--- src/hdl/spm_pkg.sv ---
// Package for the serial port: register map, field layouts, resets, timing.
package spm_pkg;

    // ****************************************
    // Register map (byte addresses)
    // ****************************************
    localparam logic [3:0] OFF_CTRL = 4'h0; // Control
    localparam logic [3:0] OFF_STAT = 4'h4; // Status
    localparam logic [3:0] OFF_DATA = 4'h8; // Data
    localparam logic [3:0] OFF_CFG = 4'hC; // Power and pin setup

    // ****************************************
    // Field layouts
    // ****************************************
    // Control register, bits 7..0
    typedef struct packed {
        logic irq_en; // transfer_irq_enable
        logic enable; // Port enable
        logic lsb_first; // Bit order
        logic master_select; // Master when set
        logic clock_idle_level; // SCK idle level
        logic clock_sample_phase; // Sample on trailing edge when set
        logic [1:0] rate; // Master SCK rate
    } spm_ctrl_t;

    // Power and pin setup register, bits 5..0
    typedef struct packed {
        logic ss_level; // SS level when used as plain output
        logic miso_dir; // Slave: drive MISO
        logic sck_dir; // Master: drive SCK
        logic mosi_dir; // Master: drive MOSI
        logic ss_dir; // Master: SS is an output
        logic spi_power_off; // Port held off while set
    } spm_cfg_t;

    localparam int STAT_DONE = 7; // transfer_done_flag
    localparam int STAT_WCOL = 6; // Write collision flag
    localparam int STAT_DBL = 0; // Double speed

    // ****************************************
    // Reset values
    // ****************************************
    localparam spm_ctrl_t CTRL_RST = 8'h00;
    localparam spm_cfg_t CFG_RST = 6'h01; // Powered off out of reset

    // ****************************************
    // Timing: SCK half period in clocks, by {double, rate}
    // ****************************************
    localparam int BITS = 8; // Bits per byte
    localparam logic [3:0] LAST_EDGE = 4'hF; // Sixteen SCK edges per byte
    localparam logic [6:0] HALF_PER [8] = '{
        7'h02, 7'h08, 7'h20, 7'h40, 7'h01, 7'h04, 7'h10, 7'h20
    };

endpackage

--- src/hdl/spm_port.sv ---
// Byte-wide master/slave serial port with an APB register slave.
//
// The APB register port and the address map are this design's own decisions.
`timescale 1ns/1ps

module spm_port #(
    parameter int ADDR_W = 8 // APB address width
) (
    input wire logic pclk, // APB clock, 125 MHz
    input wire logic presetn, // Asynchronous reset, active low
    input wire logic psel, // APB select
    input wire logic penable, // APB access phase
    input wire logic pwrite, // APB write
    input wire logic [ADDR_W-1:0] paddr, // APB byte address
    input wire logic [31:0] pwdata, // APB write data
    input wire logic [3:0] pstrb, // APB byte strobes
    output logic pready, // APB ready
    output logic [31:0] prdata, // APB read data
    output logic pslverr, // APB error, unmapped address
    input wire logic irq_ack, // Interrupt vector taken
    output logic irq, // Interrupt request
    input wire logic sck_i, // SCK pin level
    output logic sck_o, // SCK drive value
    output logic sck_oe, // SCK drive enable
    input wire logic mosi_i, // MOSI pin level
    output logic mosi_o, // MOSI drive value
    output logic mosi_oe, // MOSI drive enable
    input wire logic miso_i, // MISO pin level
    output logic miso_o, // MISO drive value
    output logic miso_oe, // MISO drive enable
    input wire logic ss_n_i, // SS pin level, active low
    output logic ss_n_o, // SS drive value
    output logic ss_n_oe // SS drive enable
);

    // ****************************************
    // Parameter check
    // ****************************************
    if (ADDR_W < 5) begin : g_bad_addr
        $error("ADDR_W must be at least 5");
    end

    // ****************************************
    // State
    // ****************************************
    spm_pkg::spm_ctrl_t ctrl; // Control register
    spm_pkg::spm_cfg_t cfg; // Power and pin setup
    logic dbl; // Double speed
    logic done_flag; // transfer_done_flag
    logic wcol; // Write collision
    logic clr_arm; // Status read seen with a flag set
    logic [7:0] shreg; // Shift register
    logic [7:0] rx_buf; // Receive buffer
    logic samp; // Bit caught on the sample edge
    logic [3:0] cnt; // SCK edge count in the byte
    logic busy; // Master clock generator running
    logic [6:0] div; // Half period counter
    logic sck_m; // Master SCK level
    logic [3:0] sync1; // First sync stage
    logic [3:0] sync2; // Second sync stage
    logic sck_d; // Delayed synced SCK

    // ****************************************
    // Decode
    // ****************************************
    logic on; // Port enabled and powered
    logic is_master; // Master mode active
    logic is_slave; // Slave mode active
    logic sck_s; // Synced SCK
    logic mosi_s; // Synced MOSI
    logic miso_s; // Synced MISO
    logic ss_s; // Synced SS
    logic acc; // APB access completes now
    logic wr; // Completing write
    logic rd; // Completing read
    logic hit; // Address maps to a register
    logic [1:0] idx; // Register index
    logic edge_ev; // One SCK edge for the shifter
    logic sample_now; // This edge samples
    logic din; // Serial input for this mode
    logic fin; // Byte completes on this edge
    logic [7:0] next_rx; // Completed received byte
    logic mode_fault; // Another master pulled SS low
    logic data_wr; // Data register write
    logic shifting; // A shift cycle is under way

    assign on = ctrl.enable & ~cfg.spi_power_off;
    assign is_master = on & ctrl.master_select;
    assign is_slave = on & ~ctrl.master_select;
    assign sck_s = sync2[0];
    assign mosi_s = sync2[1];
    assign miso_s = sync2[2];
    assign ss_s = sync2[3];
    assign acc = psel & penable & pready;
    assign wr = acc & pwrite;
    assign rd = acc & ~pwrite;
    assign hit = (paddr[ADDR_W-1:4] == '0) && (paddr[1:0] == 2'b00);
    assign idx = paddr[3:2];
    assign data_wr = wr & hit & pstrb[0] & (idx == spm_pkg::OFF_DATA[3:2]);
    // Slave counts as shifting while SS is low and its edge count is not zero
    assign shifting = busy | (is_slave & ~ss_s & (cnt != 4'h0));
    // Master edges from the divider; slave edges from synced SCK
    assign edge_ev = is_master ? (busy && div == spm_pkg::HALF_PER[{dbl, ctrl.rate}] - 7'h01)
                               : (is_slave & ~ss_s & (sck_s != sck_d));
    // Even edges lead; phase bit picks which edge samples
    assign sample_now = cnt[0] == ctrl.clock_sample_phase;
    assign din = is_master ? miso_s : mosi_s;
    assign fin = edge_ev & (cnt == spm_pkg::LAST_EDGE);
    assign mode_fault = is_master & ~cfg.ss_dir & ~ss_s;

    // Final byte takes the live bit when the last edge samples
    always_comb begin
        logic bit_in;
        bit_in = ctrl.clock_sample_phase ? din : samp;
        if (ctrl.lsb_first) begin
            next_rx = {bit_in, shreg[7:1]};
        end else begin
            next_rx = {shreg[6:0], bit_in};
        end
    end

    // ****************************************
    // Pin synchronisers
    // ****************************************
    // Two stages for every pin; edge detect reads stage two only
    always_ff @(posedge pclk or negedge presetn) begin
        if (!presetn) begin
            sync1 <= 4'hF;
            sync2 <= 4'hF;
            sck_d <= 1'b1;
        end else begin
            sync1 <= {ss_n_i, miso_i, mosi_i, sck_i};
            sync2 <= sync1;
            sck_d <= sync2[0];
        end
    end

    // ****************************************
    // APB slave
    // ****************************************
    // One wait state so that pready and prdata come from flops
    always_ff @(posedge pclk or negedge presetn) begin
        if (!presetn) begin
            pready <= 1'b0;
            prdata <= 32'h0000_0000;
            pslverr <= 1'b0;
        end else begin
            pready <= psel & penable & ~pready;
            pslverr <= psel & penable & ~pready & ~hit;
            prdata <= 32'h0000_0000;
            if (psel & penable & ~pready & ~pwrite & hit) begin
                case (idx)
                    2'd0: prdata[7:0] <= ctrl;
                    2'd1: prdata[7:0] <= {done_flag, wcol, 5'h00, dbl};
                    2'd2: prdata[7:0] <= rx_buf;
                    2'd3: prdata[5:0] <= cfg;
                    default: prdata <= 32'h0000_0000;
                endcase
            end
        end
    end

    // Control, setup and speed registers; SS fault drops master
    always_ff @(posedge pclk or negedge presetn) begin
        if (!presetn) begin
            ctrl <= spm_pkg::CTRL_RST;
            cfg <= spm_pkg::CFG_RST;
            dbl <= 1'b0;
        end else begin
            if (wr & hit & pstrb[0]) begin
                case (idx)
                    2'd0: ctrl <= pwdata[7:0];
                    2'd1: dbl <= pwdata[spm_pkg::STAT_DBL];
                    2'd3: cfg <= pwdata[5:0];
                    default: ;
                endcase
            end
            if (mode_fault) begin
                ctrl.master_select <= 1'b0;
            end
        end
    end

    // ****************************************
    // Flags
    // ****************************************
    // Clear pair: status read with a flag set, then a data access.
    // Set wins over clear so a byte ending on that edge is not lost.
    always_ff @(posedge pclk or negedge presetn) begin
        if (!presetn) begin
            done_flag <= 1'b0;
            wcol <= 1'b0;
            clr_arm <= 1'b0;
        end else begin
            if (rd & hit & (idx == spm_pkg::OFF_STAT[3:2]) & (done_flag | wcol)) begin
                clr_arm <= 1'b1;
            end else if (acc & hit & (idx == spm_pkg::OFF_DATA[3:2])) begin
                clr_arm <= 1'b0;
            end
            if (irq_ack | (clr_arm & acc & hit & (idx == spm_pkg::OFF_DATA[3:2]))) begin
                done_flag <= 1'b0;
            end
            if (clr_arm & acc & hit & (idx == spm_pkg::OFF_DATA[3:2])) begin
                wcol <= 1'b0;
            end
            if (fin | mode_fault) begin
                done_flag <= 1'b1;
            end
            if (data_wr & shifting) begin
                wcol <= 1'b1;
            end
        end
    end

    // Interrupt request follows the flag and its enable
    always_ff @(posedge pclk or negedge presetn) begin
        if (!presetn) begin
            irq <= 1'b0;
        end else begin
            irq <= done_flag & ctrl.irq_en;
        end
    end

    // ****************************************
    // Master clock generator
    // ****************************************
    // A data write starts sixteen SCK edges, then the clock halts
    always_ff @(posedge pclk or negedge presetn) begin
        if (!presetn) begin
            busy <= 1'b0;
            div <= 7'h00;
            sck_m <= 1'b0;
        end else begin
            if (!is_master || mode_fault) begin
                busy <= 1'b0;
                div <= 7'h00;
                sck_m <= ctrl.clock_idle_level;
            end else if (!busy) begin
                div <= 7'h00;
                sck_m <= ctrl.clock_idle_level;
                if (data_wr) begin
                    busy <= 1'b1;
                end
            end else if (edge_ev) begin
                div <= 7'h00;
                sck_m <= ~sck_m;
                if (fin) begin
                    busy <= 1'b0;
                end
            end else begin
                div <= div + 7'h01;
            end
        end
    end

    // ****************************************
    // Shifter, shared by both modes
    // ****************************************
    // Sample edges catch a bit, the other edges move it in
    always_ff @(posedge pclk or negedge presetn) begin
        if (!presetn) begin
            shreg <= 8'h00;
            samp <= 1'b0;
            cnt <= 4'h0;
            rx_buf <= 8'h00;
        end else begin
            if (data_wr && !shifting) begin
                shreg <= pwdata[7:0];
                cnt <= 4'h0;
            end else if (!on || (is_slave && ss_s) || mode_fault) begin
                cnt <= 4'h0;
            end else if (edge_ev) begin
                cnt <= cnt + 4'h1;
                if (fin) begin
                    rx_buf <= next_rx;
                    shreg <= next_rx;
                end else if (sample_now) begin
                    samp <= din;
                end else if (cnt != 4'h0) begin
                    if (ctrl.lsb_first) begin
                        shreg <= {samp, shreg[7:1]};
                    end else begin
                        shreg <= {shreg[6:0], samp};
                    end
                end
            end
        end
    end

    // ****************************************
    // Pin drive
    // ****************************************
    // Enabled port owns pin directions; SS never driven by the shifter
    always_ff @(posedge pclk or negedge presetn) begin
        if (!presetn) begin
            sck_o <= 1'b0;
            sck_oe <= 1'b0;
            mosi_o <= 1'b0;
            mosi_oe <= 1'b0;
            miso_o <= 1'b0;
            miso_oe <= 1'b0;
            ss_n_o <= 1'b1;
            ss_n_oe <= 1'b0;
        end else begin
            sck_o <= sck_m;
            mosi_o <= ctrl.lsb_first ? shreg[0] : shreg[7];
            miso_o <= ctrl.lsb_first ? shreg[0] : shreg[7];
            ss_n_o <= cfg.ss_level;
            sck_oe <= is_master & cfg.sck_dir;
            mosi_oe <= is_master & cfg.mosi_dir;
            ss_n_oe <= is_master & cfg.ss_dir;
            miso_oe <= is_slave & cfg.miso_dir & ~ss_s;
        end
    end

endmodule // spm_port

--- config.mk ---
export PLATFORM = sky130hd
export DESIGN_NAME = spm_port
export DESIGN_NICKNAME = d
export VERILOG_FILES = /design/src/hdl/spm_pkg.sv /design/src/hdl/spm_port.sv
export SDC_FILE = /design/constraint.sdc
export NUM_CORES = 1
export LEC_CHECK = 0
export BUFFER_PORTS_ARGS = -buffer_cell sky130_fd_sc_hd__buf_2
export CAP_MARGIN = 25
export CELL_PAD_IN_SITES_DETAIL_PLACEMENT = 1
export CELL_PAD_IN_SITES_GLOBAL_PLACEMENT = 2
export CORE_MARGIN = 5
export CORE_UTILIZATION = 34
export CTS_CLUSTER_SIZE = 8
export DETAILED_ROUTE_END_ITERATION = 12
export GPL_ROUTABILITY_DRIVEN = 0
export PLACE_DENSITY_LB_ADDON = 0.1
export RECOVER_POWER = 25
export SKIP_LAST_GASP = 1
export SLEW_MARGIN = 20
export SYNTH_ARGS = -nofsm -noshare
export SYNTH_HDL_FRONTEND = slang
export SYNTH_SLANG_ARGS = --single-unit
--- constraint.sdc ---
create_clock -name pclk -period 2.88 [get_ports pclk]
set_input_delay 0.576 -clock pclk [delete_from_list [all_inputs] [get_ports pclk]]
set_output_delay 0.576 -clock pclk [all_outputs]
set_load 0.005 [all_outputs]
Word level (Yosys, flattened, before mapping)
Memory sizes are Yosys's and may differ from the RTL's.
Cells that the tools add are included.
Operators by class
  add/subtract/negate cells: 3
  multiply operators: 0
  divide/modulo/power cells: 0
  $lt $le $gt $ge: 1
  equality and inequality tests: 10
  shifts and indexed selects: 0
  muxes and demuxes: 40
  bitwise logic cells: 51
  reduce and logical (&&, ||, !) cells: 29
Operators with widths (count)
  $mux 8: 9
  $and 1x1->1: 35
  $mux 7: 5
  $pmux 6 s4: 1
  $mux 1: 19
  $mux 4: 3
  $reduce_bool 2->1: 6
  $not 1->1: 11
  $mux 5: 2
  $reduce_and 2->1: 4
  $reduce_and 4->1: 2
  $add 7x1->7 const B: 1
  $eq 7x7->1: 1
  $sub 7x1->7 const B: 1
  $ne 3x1->1 const B: 2
  $pmux 2 s3: 1
  $reduce_bool 3->1: 2
  $reduce_and 5->1: 1
  $add 4x1->4 const B: 1
  $eq 2x2->1 const B: 2
  $eq 4x4->1 const B: 1
  $ge 4x4->1 const B: 1
  $logic_and 1x1->1: 4
  $logic_not 2->1: 2
  other kinds (10): 17
Word-level totals
  bits in registers: 99
  latch bits: 0
  RAM bits: 0
  memory bits (read-only): 56
  input bits: 54
  output and inout port bits: 43
  memories kept: 1
Memory list
  (name not given): depth 8, bits a word 7, rd ports 1, clocked after memory_dff 0, wr ports 0, line spm_port.sv:103  | assign edge_ev = is_master ? (busy && div == spm_pkg::HALF_PER[{dbl, ctrl.rate}] - 7'h01)

Logic depth before layout (Yosys ltp)
Gate-level depths: netlist (run 1).
  depth after elaboration: 13
  gate-level depth with buffers: 9
  depth with buffers taken out: 8

Worst setup path after synthesis (run 1)
No wires, ideal clock.
  path kind: in2reg
  start: input port paddr[3]
  end: register shreg[7]
  library setup time: 0.126 ns
  data arrival time: 2.106 ns
  setup slack: 0.648 ns
  stages: 8
  path buffers: 2
  cells stage by stage: clkbuf_1 -> and4b_1 -> and4_2 -> o2bb2ai_2 -> a211oi_2 -> and2_1 -> buf_4 -> a221o_1
Between the ends
  word-level cells in the longest chain between the ends: 5
RTL lines
  start, declared: line spm_port.sv:14  | input wire logic [ADDR_W-1:0] paddr,
  $eq 2x2->1 (*): line spm_port.sv:99  | assign data_wr = wr & hit & pstrb[0] & (idx == spm_pkg::OFF_DATA[3:2]);
  $and 1x1->1 (*): line spm_port.sv:99
  $logic_and 1x1->1 (*): line spm_port.sv:267  | if (data_wr && !shifting) begin
  $ne 3x1->1 (no source line) (tied with other cells)
  $reduce_and 4->1 (no source line)
  end signal, assigned: line spm_port.sv:268  | shreg <= pwdata[7:0];
  end signal, assigned: line spm_port.sv:276  | shreg <= next_rx;
  end signal, assigned: line spm_port.sv:281  | shreg <= {samp, shreg[7:1]};
  end, declared: line spm_port.sv:52  | logic [7:0] shreg;
Every way passes the cells marked *; elsewhere a longest branch is shown, timed or not.
A chain may end at the register's enable or synchronous reset.

Final worst setup path (run 1)
  start: register ctrl[1] (netlist name)
  end: register rx_buf[0]
Between the ends
  word-level cells in the longest chain between the ends: 10
RTL lines
  start, declared: line spm_port.sv:46  | spm_pkg::spm_ctrl_t ctrl;
  start signal, assigned: line spm_port.sv:166  | ctrl <= spm_pkg::CTRL_RST;
  start signal, assigned: line spm_port.sv:172  | 2'd0: ctrl <= pwdata[7:0];
  $not 3->4 (implied by the code) (*): line spm_port.sv:103
  $mem_v2 8x7 (*)
  $mux 7 (implied by the code) (*) (2 in a row): line spm_port.sv:103
  $sub 7x1->7 (*): line spm_port.sv:103
  $eq 7x7->1 (*): line spm_port.sv:103
  $logic_and 1x1->1 (*): line spm_port.sv:103
  $mux 1 (*): line spm_port.sv:103
  $and 1x1->1: line spm_port.sv:108  | assign fin = edge_ev & (cnt == spm_pkg::LAST_EDGE);
  $reduce_and 4->1 (no source line) (*)
  end signal, assigned: line spm_port.sv:275  | rx_buf <= next_rx;
  end, declared: line spm_port.sv:53  | logic [7:0] rx_buf;
Every way passes the cells marked *; elsewhere a longest branch is shown, timed or not. The select of a mux whose other input is x is not followed.

==> results.ini, run 1 <==
[outcome]
status = finished, violations left
violations = capacitance limit, slew limit

[die]
die_w_um = 116
rows = 38
initial_core_util_pct = 35.0
ioPinCount = 97
die-area_um2 = 13500
die_y_um = 116
core_area_um2 = 10900

[synth]
synth_cells = 339
ys_types = 60
synth_async_sr_flop_share_pct = 100
synth_top_area_share_pct = 41.8
synthTopCellsByArea = dfrtp_1 42%, dfstp_2 7.5%, buf_4 5.7%
synth-edff-count = 0
yosysTopAreaCell = dfrtp_1
yosysSeqAreaShare_pct = 49.4
yosys_warnings = 0
syn_area_per_cell_um2 = 11.3
synth_ff_type = dfrtp_1
ys_ff_latch = 75
netlist_area_um2 = 3830

[clock_network]
cts_resized = 0
cts_buffer_depth = 2
htree_levels = 3
cts_setup_buffers = 0
tritoncts = yes
cts.clk_slew.worst_paths_ns = 0.06
insertion_delay_ns = 0.33
clock-sinks = 75
clock-root-buffer = clkbuf_16
cts_inserted_buffers = 9
cts.hold.buffers_added = 0

[setup_path]
cp-end-kind = flop
worst_setup_path_start_kind = flop
r2r_start = ctrl[1]
crit_arrival_ns = 2.68
critPathKind = reg -> reg
startpoint = ctrl[1]
crit_required_ns = 3.09
cp_max_fo = 11

[global_route]
grtUsageTotal_pct = 14.6
antenna_found_initial = 0
grt_remaining_overflow = 0
first_global_vias = 2777
grt_pass1_wl_um = 15100
grt_max_degree = 76

[finish]
layout_common_cells = 64 x dfrtp_1, 44 x buf_2, 33 x nor2_1, 24 x conb_1, 21 x mux2i_1
final_nets = 449
syn_to_final_growth_pct = 17.4
layout_commonest_cell = dfrtp_1
fin_cells = 537
antenna_cells = 0
drive_gt1_share_pct = 31.0

[power]
leakage_nw = 2.12
power.internal_mw = 1.88
power_frac_comb_pct = 3.8
peakVddDrop_uv = 288
p_seq_share_pct = 44.9
power_density_nw_per_um2 = 531
netSwitchingPower_mw = 0.504
p_sw_share_pct = 21.1
clockPowerShare_pct = 51.3

[place]
dp_cells = 520
io_buffers = 45
hpwl_um = 7010

[drt]
dr.first_iter.drc_count = 128
drc_errors = 0
drt.antenna.violating_nets = 0
vias = 2638
viasPerCell = 4.91
post_drt_wl_per_cell_um = 17.4
wl_um = 9360
drtPass1Iterations = 4

[sta]
maxSlewViolCount = 27
finalHoldViolCount = 0
setup_viol_count_final = 0
min_period_ns = 2.48
fin_crit_sh_pct = 85.9
rsz0062_at_grt = no
relSlewSlack_pct = -5.16
skew_ns = 0.00728
tightest_slew_ns = 1.58
fmax_mhz = 404
fin_setup_tns_ns = 0

[job]
max_cap_viol_count = 1

[worst_hold_path]
hp-start = mosi_i
hp-class = in -> reg

[critical path, stage by stage (launching register included)]
cell and delay [ns]:
dfrtp_1 0.54, xor2_1 0.25, nor4b_2 0.27, o2111ai_1 0.28, o22ai_2 0.43, nand3_4 0.22
mux2_1 0.36
[Yosys cell counts (4+ instances only)]
| cell | n |
|---|---|
| nand3_1 | 10 |
| mux2_2 | 16 |
| a31oi_1 | 4 |
| buf_4 | 29 |
| mux2i_1 | 21 |
| xor2_1 | 4 |
| a21oi_1 | 10 |
| dfrtp_1 | 64 |
| nor2_1 | 33 |
| nand2_1 | 15 |
| a22oi_1 | 6 |
| and2_1 | 6 |
| xnor2_1 | 6 |
| o21ai_0 | 8 |
| inv_1 | 20 |
| a221oi_2 | 6 |
| clkbuf_1 | 5 |
| nor3_1 | 10 |
| dfstp_2 | 11 |
[layer usage]
metal,vias up,share of wire [%],global-route usage (%)
met3,11,4.9,2.54
met4,0,1.3,4.64
met2,63,45,22.2
li1,1249,-,-
met1,1315,49,21.4
met5,-,0,0
[sequential cells by signal (all words and copies together), names as in the netlist, 4 cells and up]
register / count
cnt: 4
rx_buf: 8
cfg: 6
ctrl: 8
shreg: 8
sync1: 4
div: 7
sync2: 4
prdata: 8
[per-stage QoR]
| stage | util (%) | area, um2 | hold slack, ns | total power, mW | worst slack (ns) |
|---|---|---|---|---|---|
| final | 41.1 | 4490 | 0.346 | 2.39 | 0.405 |
| after global routing | 41.1 | 4490 | 0.341 | 2.48 | 0.243 |
| after CTS | 40.9 | 4470 | 0.334 | 2.42 | 0.362 |
| after detailed placement | 37.9 | 4140 | 0.347 | 1.18 | 0.273 |
| after global placement | 37.9 | 4140 | 0.346 | 1.18 | 0.317 |
| after floorplan | - | 3920 | 0.280 | 1.14 | 0.648 |
[path summary, 6_finish.rpt]
kind	cells past startpoint	slack [ns]	end
min	1	0.35	sync1[1]
min reg2reg	0	0.35	sync2[3]
max in group asynchronous	2	1.26	ss_n_o
max	6	0.40	rx_buf[0]
max reg2reg	6	0.40	rx_buf[0]
min in group asynchronous	1	0.63	div[4]
[power groups by stage]
stage          clock [mW]  sequential [mW]  combinational, mW
2_1_floorplan           0             1.09             0.0548
4_1_cts              1.25             1.07             0.0885
6_report             1.22             1.07             0.0913
3_5_place_dp            0             1.09             0.0884
5_1_grt              1.30             1.07              0.105
3_3_place_gp            0             1.09             0.0865
[final cells by class]
class,count,area [um2]
clock buffer,11,243
clock inverter,5,85.1
fill,1232,6440
inverter,20,75.1
multi-input combinational,232,1710
sequential,75,1890
tap,140,175
timing repair buffer,54,312
[kinds of logic after synthesis]
kind of cell	share of synthesized area [%]
AND/OR/NAND/NOR	16.3
flip-flops	49.4
buffers and inverters	8.27
AO/OA/AOI/OAI	11.6
multiplexers	11.1
XOR/XNOR	2.29
adder cells (fa/ha/maj)	0.980
other	0.0979
Power figures use the tool's default switching activity.
==> inputs of run 2 (changes only) <==
==> constraint.sdc (replaced) <==
create_clock -name pclk -period 2.4 [get_ports pclk]
set_input_delay 0.48 -clock pclk [delete_from_list [all_inputs] [get_ports pclk]]
set_output_delay 0.48 -clock pclk [all_outputs]
set_load 0.005 [all_outputs]
==> run 2 against run 1 <==
Net effect: the flow now finishes without violations; die area unchanged; final cell count rose by 2.4%; non-clock buffer count increased by 13; critical path depth increased by 1; utilization up 0.80 points; power increased by 18%; final area increased by 1.9%; clock power increased by 16%; count of clock-buffer cells in the layout unchanged.
==> results.ini, run 2 (synthesis gave the netlist of run 1 again) <==
[clock_network]
cts_inserted_buffers = 9  ; unchanged
htree_levels = 3  ; unchanged
clock-root-buffer = clkbuf_16
cts_buffer_depth = 2  ; unchanged
cts.hold.buffers_added = 0  ; unchanged
cts_resized = 0  ; unchanged
cts.clk_slew.worst_paths_ns = 0.06  ; about the same
cts_setup_buffers = 0  ; unchanged
clock-sinks = 75  ; unchanged
insertion_delay_ns = 0.34  ; about the same
tritoncts = yes

[setup_path]
critPathKind = reg -> reg
r2r_cells = 7  ; +1
crit_arrival_ns = 2.49  ; -0.19 ns
crit_top_cell = buf_4
crit_required_ns = 2.63  ; -0.46 ns
r2r_setup_slack_ns = 0.14  ; -0.27 ns
r2r_start = ctrl[1]
cp_max_fo = 8  ; -3
crit_path_max_incr_delay_ns = 0.49  ; -0.05 ns
cpMaxStageDelayCell = dfrtp_2
reg2reg_to = shreg[7]
cp-end-kind = flop
worst_setup_path_start_kind = flop
worstPathCellList = buf_4 -> o311ai_1 -> o2111ai_2 -> buf_4 -> o31ai_4 -> mux2i_1 -> a221o_1

[place]
dp_cells = 534  ; +2.7%
io_buffers = 45  ; unchanged
hpwl_um = 7230  ; +3.2%
dp_slack_ns = 0.0540  ; -0.219 ns
place_area_um2 = 4260  ; +2.8%

[finish]
final_area_um2 = 4580  ; +1.9%
fin_cells = 550  ; +2.4%
utilization_pct = 41.9  ; +0.80 points
drive_gt1_share_pct = 33.4  ; +2.4 points
final_nets = 462  ; +2.9%
layout_commonest_cell = dfrtp_1
syn_to_final_growth_pct = 19.7
layout_common_cells = 63 x dfrtp_1, 44 x buf_2, 33 x nor2_1, 24 x conb_1
antenna_cells = 0  ; unchanged

[die]
rows = 38  ; unchanged
die_w_um = 116  ; unchanged
die-area_um2 = 13500  ; unchanged
ioPinCount = 97  ; unchanged
initial_core_util_pct = 35.0  ; unchanged
core_area_um2 = 10900  ; unchanged
die_y_um = 116  ; unchanged

[sta]
rsz0062_at_grt = no
maxSlewViolCount = 0  ; -100%
finalHoldViolCount = 0  ; unchanged
fin_setup_tns_ns = 0  ; unchanged
tightest_slew_ns = 1.44  ; -0.135 ns
min_period_ns = 2.26  ; -0.211 ns
skew_ns = 0.0100  ; +0.00274 ns
fmax_mhz = 442  ; +9.3%
setup_viol_count_final = 0  ; unchanged
fin_crit_sh_pct = 94.4  ; +8.4 points
worst_slack_ns = 0.135  ; -0.269 ns
relSlewSlack_pct = 3.83  ; +9.0 points

[drt]
drtPass1Iterations = 6  ; +2
wl_um = 9400  ; +0.49%
drc_errors = 0  ; unchanged
post_drt_wl_per_cell_um = 17.1  ; -1.9%
dr.first_iter.drc_count = 78  ; -39%
vias = 2678  ; +1.5%
viasPerCell = 4.87  ; -0.88%
drt.antenna.violating_nets = 0  ; unchanged

[power]
power.internal_mw = 2.22  ; +18%
p_sw_share_pct = 21.0  ; -0.093 points
clockPowerShare_pct = 50.3  ; -1.0 points
peakVddDrop_uv = 264  ; -8.3%
p_seq_share_pct = 45.7  ; +0.8 points
power_frac_comb_pct = 4.0  ; +0.2 points
netSwitchingPower_mw = 0.592  ; +17%
power_density_nw_per_um2 = 615  ; +16%
leakage_nw = 2.17  ; +2.4%

[worst_hold_path]
hp-start = mosi_i
hp-class = in -> reg
hold_path_depth = 1  ; unchanged
hold_end = sync1[1]

[global_route]
grt_remaining_overflow = 0  ; unchanged
first_global_vias = 2897  ; +4.3%
grtUsageTotal_pct = 15.0  ; +0.41 points
grt_max_degree = 51  ; -33%
antenna_found_initial = 0  ; unchanged
grt_pass1_wl_um = 15400  ; +2.2%

[outcome]
status = completed

[job]
max_cap_viol_count = 0  ; -1

[run 2: cell count changes in the layout (fill, tap and decap cells not counted), sizes merged]
cell,before,now
buf,53,66
clkinv,1,2
inv,21,20
[run 2: how the worst max path moves through the flow]
stage	slack (ns)	to	start
6_report	0.14	shreg[7]	ctrl[1]
5_1_grt	0.001	shreg[6]	cnt[0]
4_1_cts	0.04	samp	ctrl[1]
3_5_place_dp	0.05	samp	ctrl[1]
3_3_place_gp	0.09	samp	ctrl[1]
2_1_floorplan	0.19	shreg[7]	cnt[0]
[run 2: through the flow]
stage | power, mW | hold WS (ns)
after global routing | 2.95 | 0.231
after global placement | 1.42 | 0.346
after detailed placement | 1.42 | 0.347
final | 2.82 | 0.243
after floorplan | 1.37 | 0.184
after CTS | 2.86 | 0.0599
[run 2: final cells by class]
type	count	area (um2)
clock buffers	11	233
clock inverters	5	77.6
well taps	140	175
inverters	20	75.1
repair buffers	67	402
fillers	1261	6350
flip-flops and latches	75	1890
multi-input cells	232	1730
[run 2: worst max-delay path, delay by kind of cell, from the launching register on]
| family | cells | cell delay [ns] |
|---|---|---|
| multiplexers | 1 | 0.13 |
| flip-flops | 1 | 0.49 |
| AO/OA/AOI/OAI | 4 | 1.17 |
| buffers and inverters | 2 | 0.38 |
[run 2: power groups by stage]
stage | Clock (mW) | Combinational, mW | Sequential, mW
floorplan | 0 | 0.0657 | 1.31
global placement | 0 | 0.113 | 1.31
detailed placement | 0 | 0.113 | 1.31
CTS | 1.46 | 0.114 | 1.29
global route | 1.53 | 0.128 | 1.29
finish | 1.42 | 0.112 | 1.29
[run 2: metal layers]
| layer | vias up | share of wire (%) | track usage [%] |
|---|---|---|---|
| met1 | 1334 | 49 | 21.3 |
| li1 | 1276 | - | - |
| met4 | 0 | 1.8 | 5.57 |
| met5 | - | 0 | 0 |
| met3 | 11 | 5.0 | 3.58 |
| met2 | 57 | 44 | 22.4 |
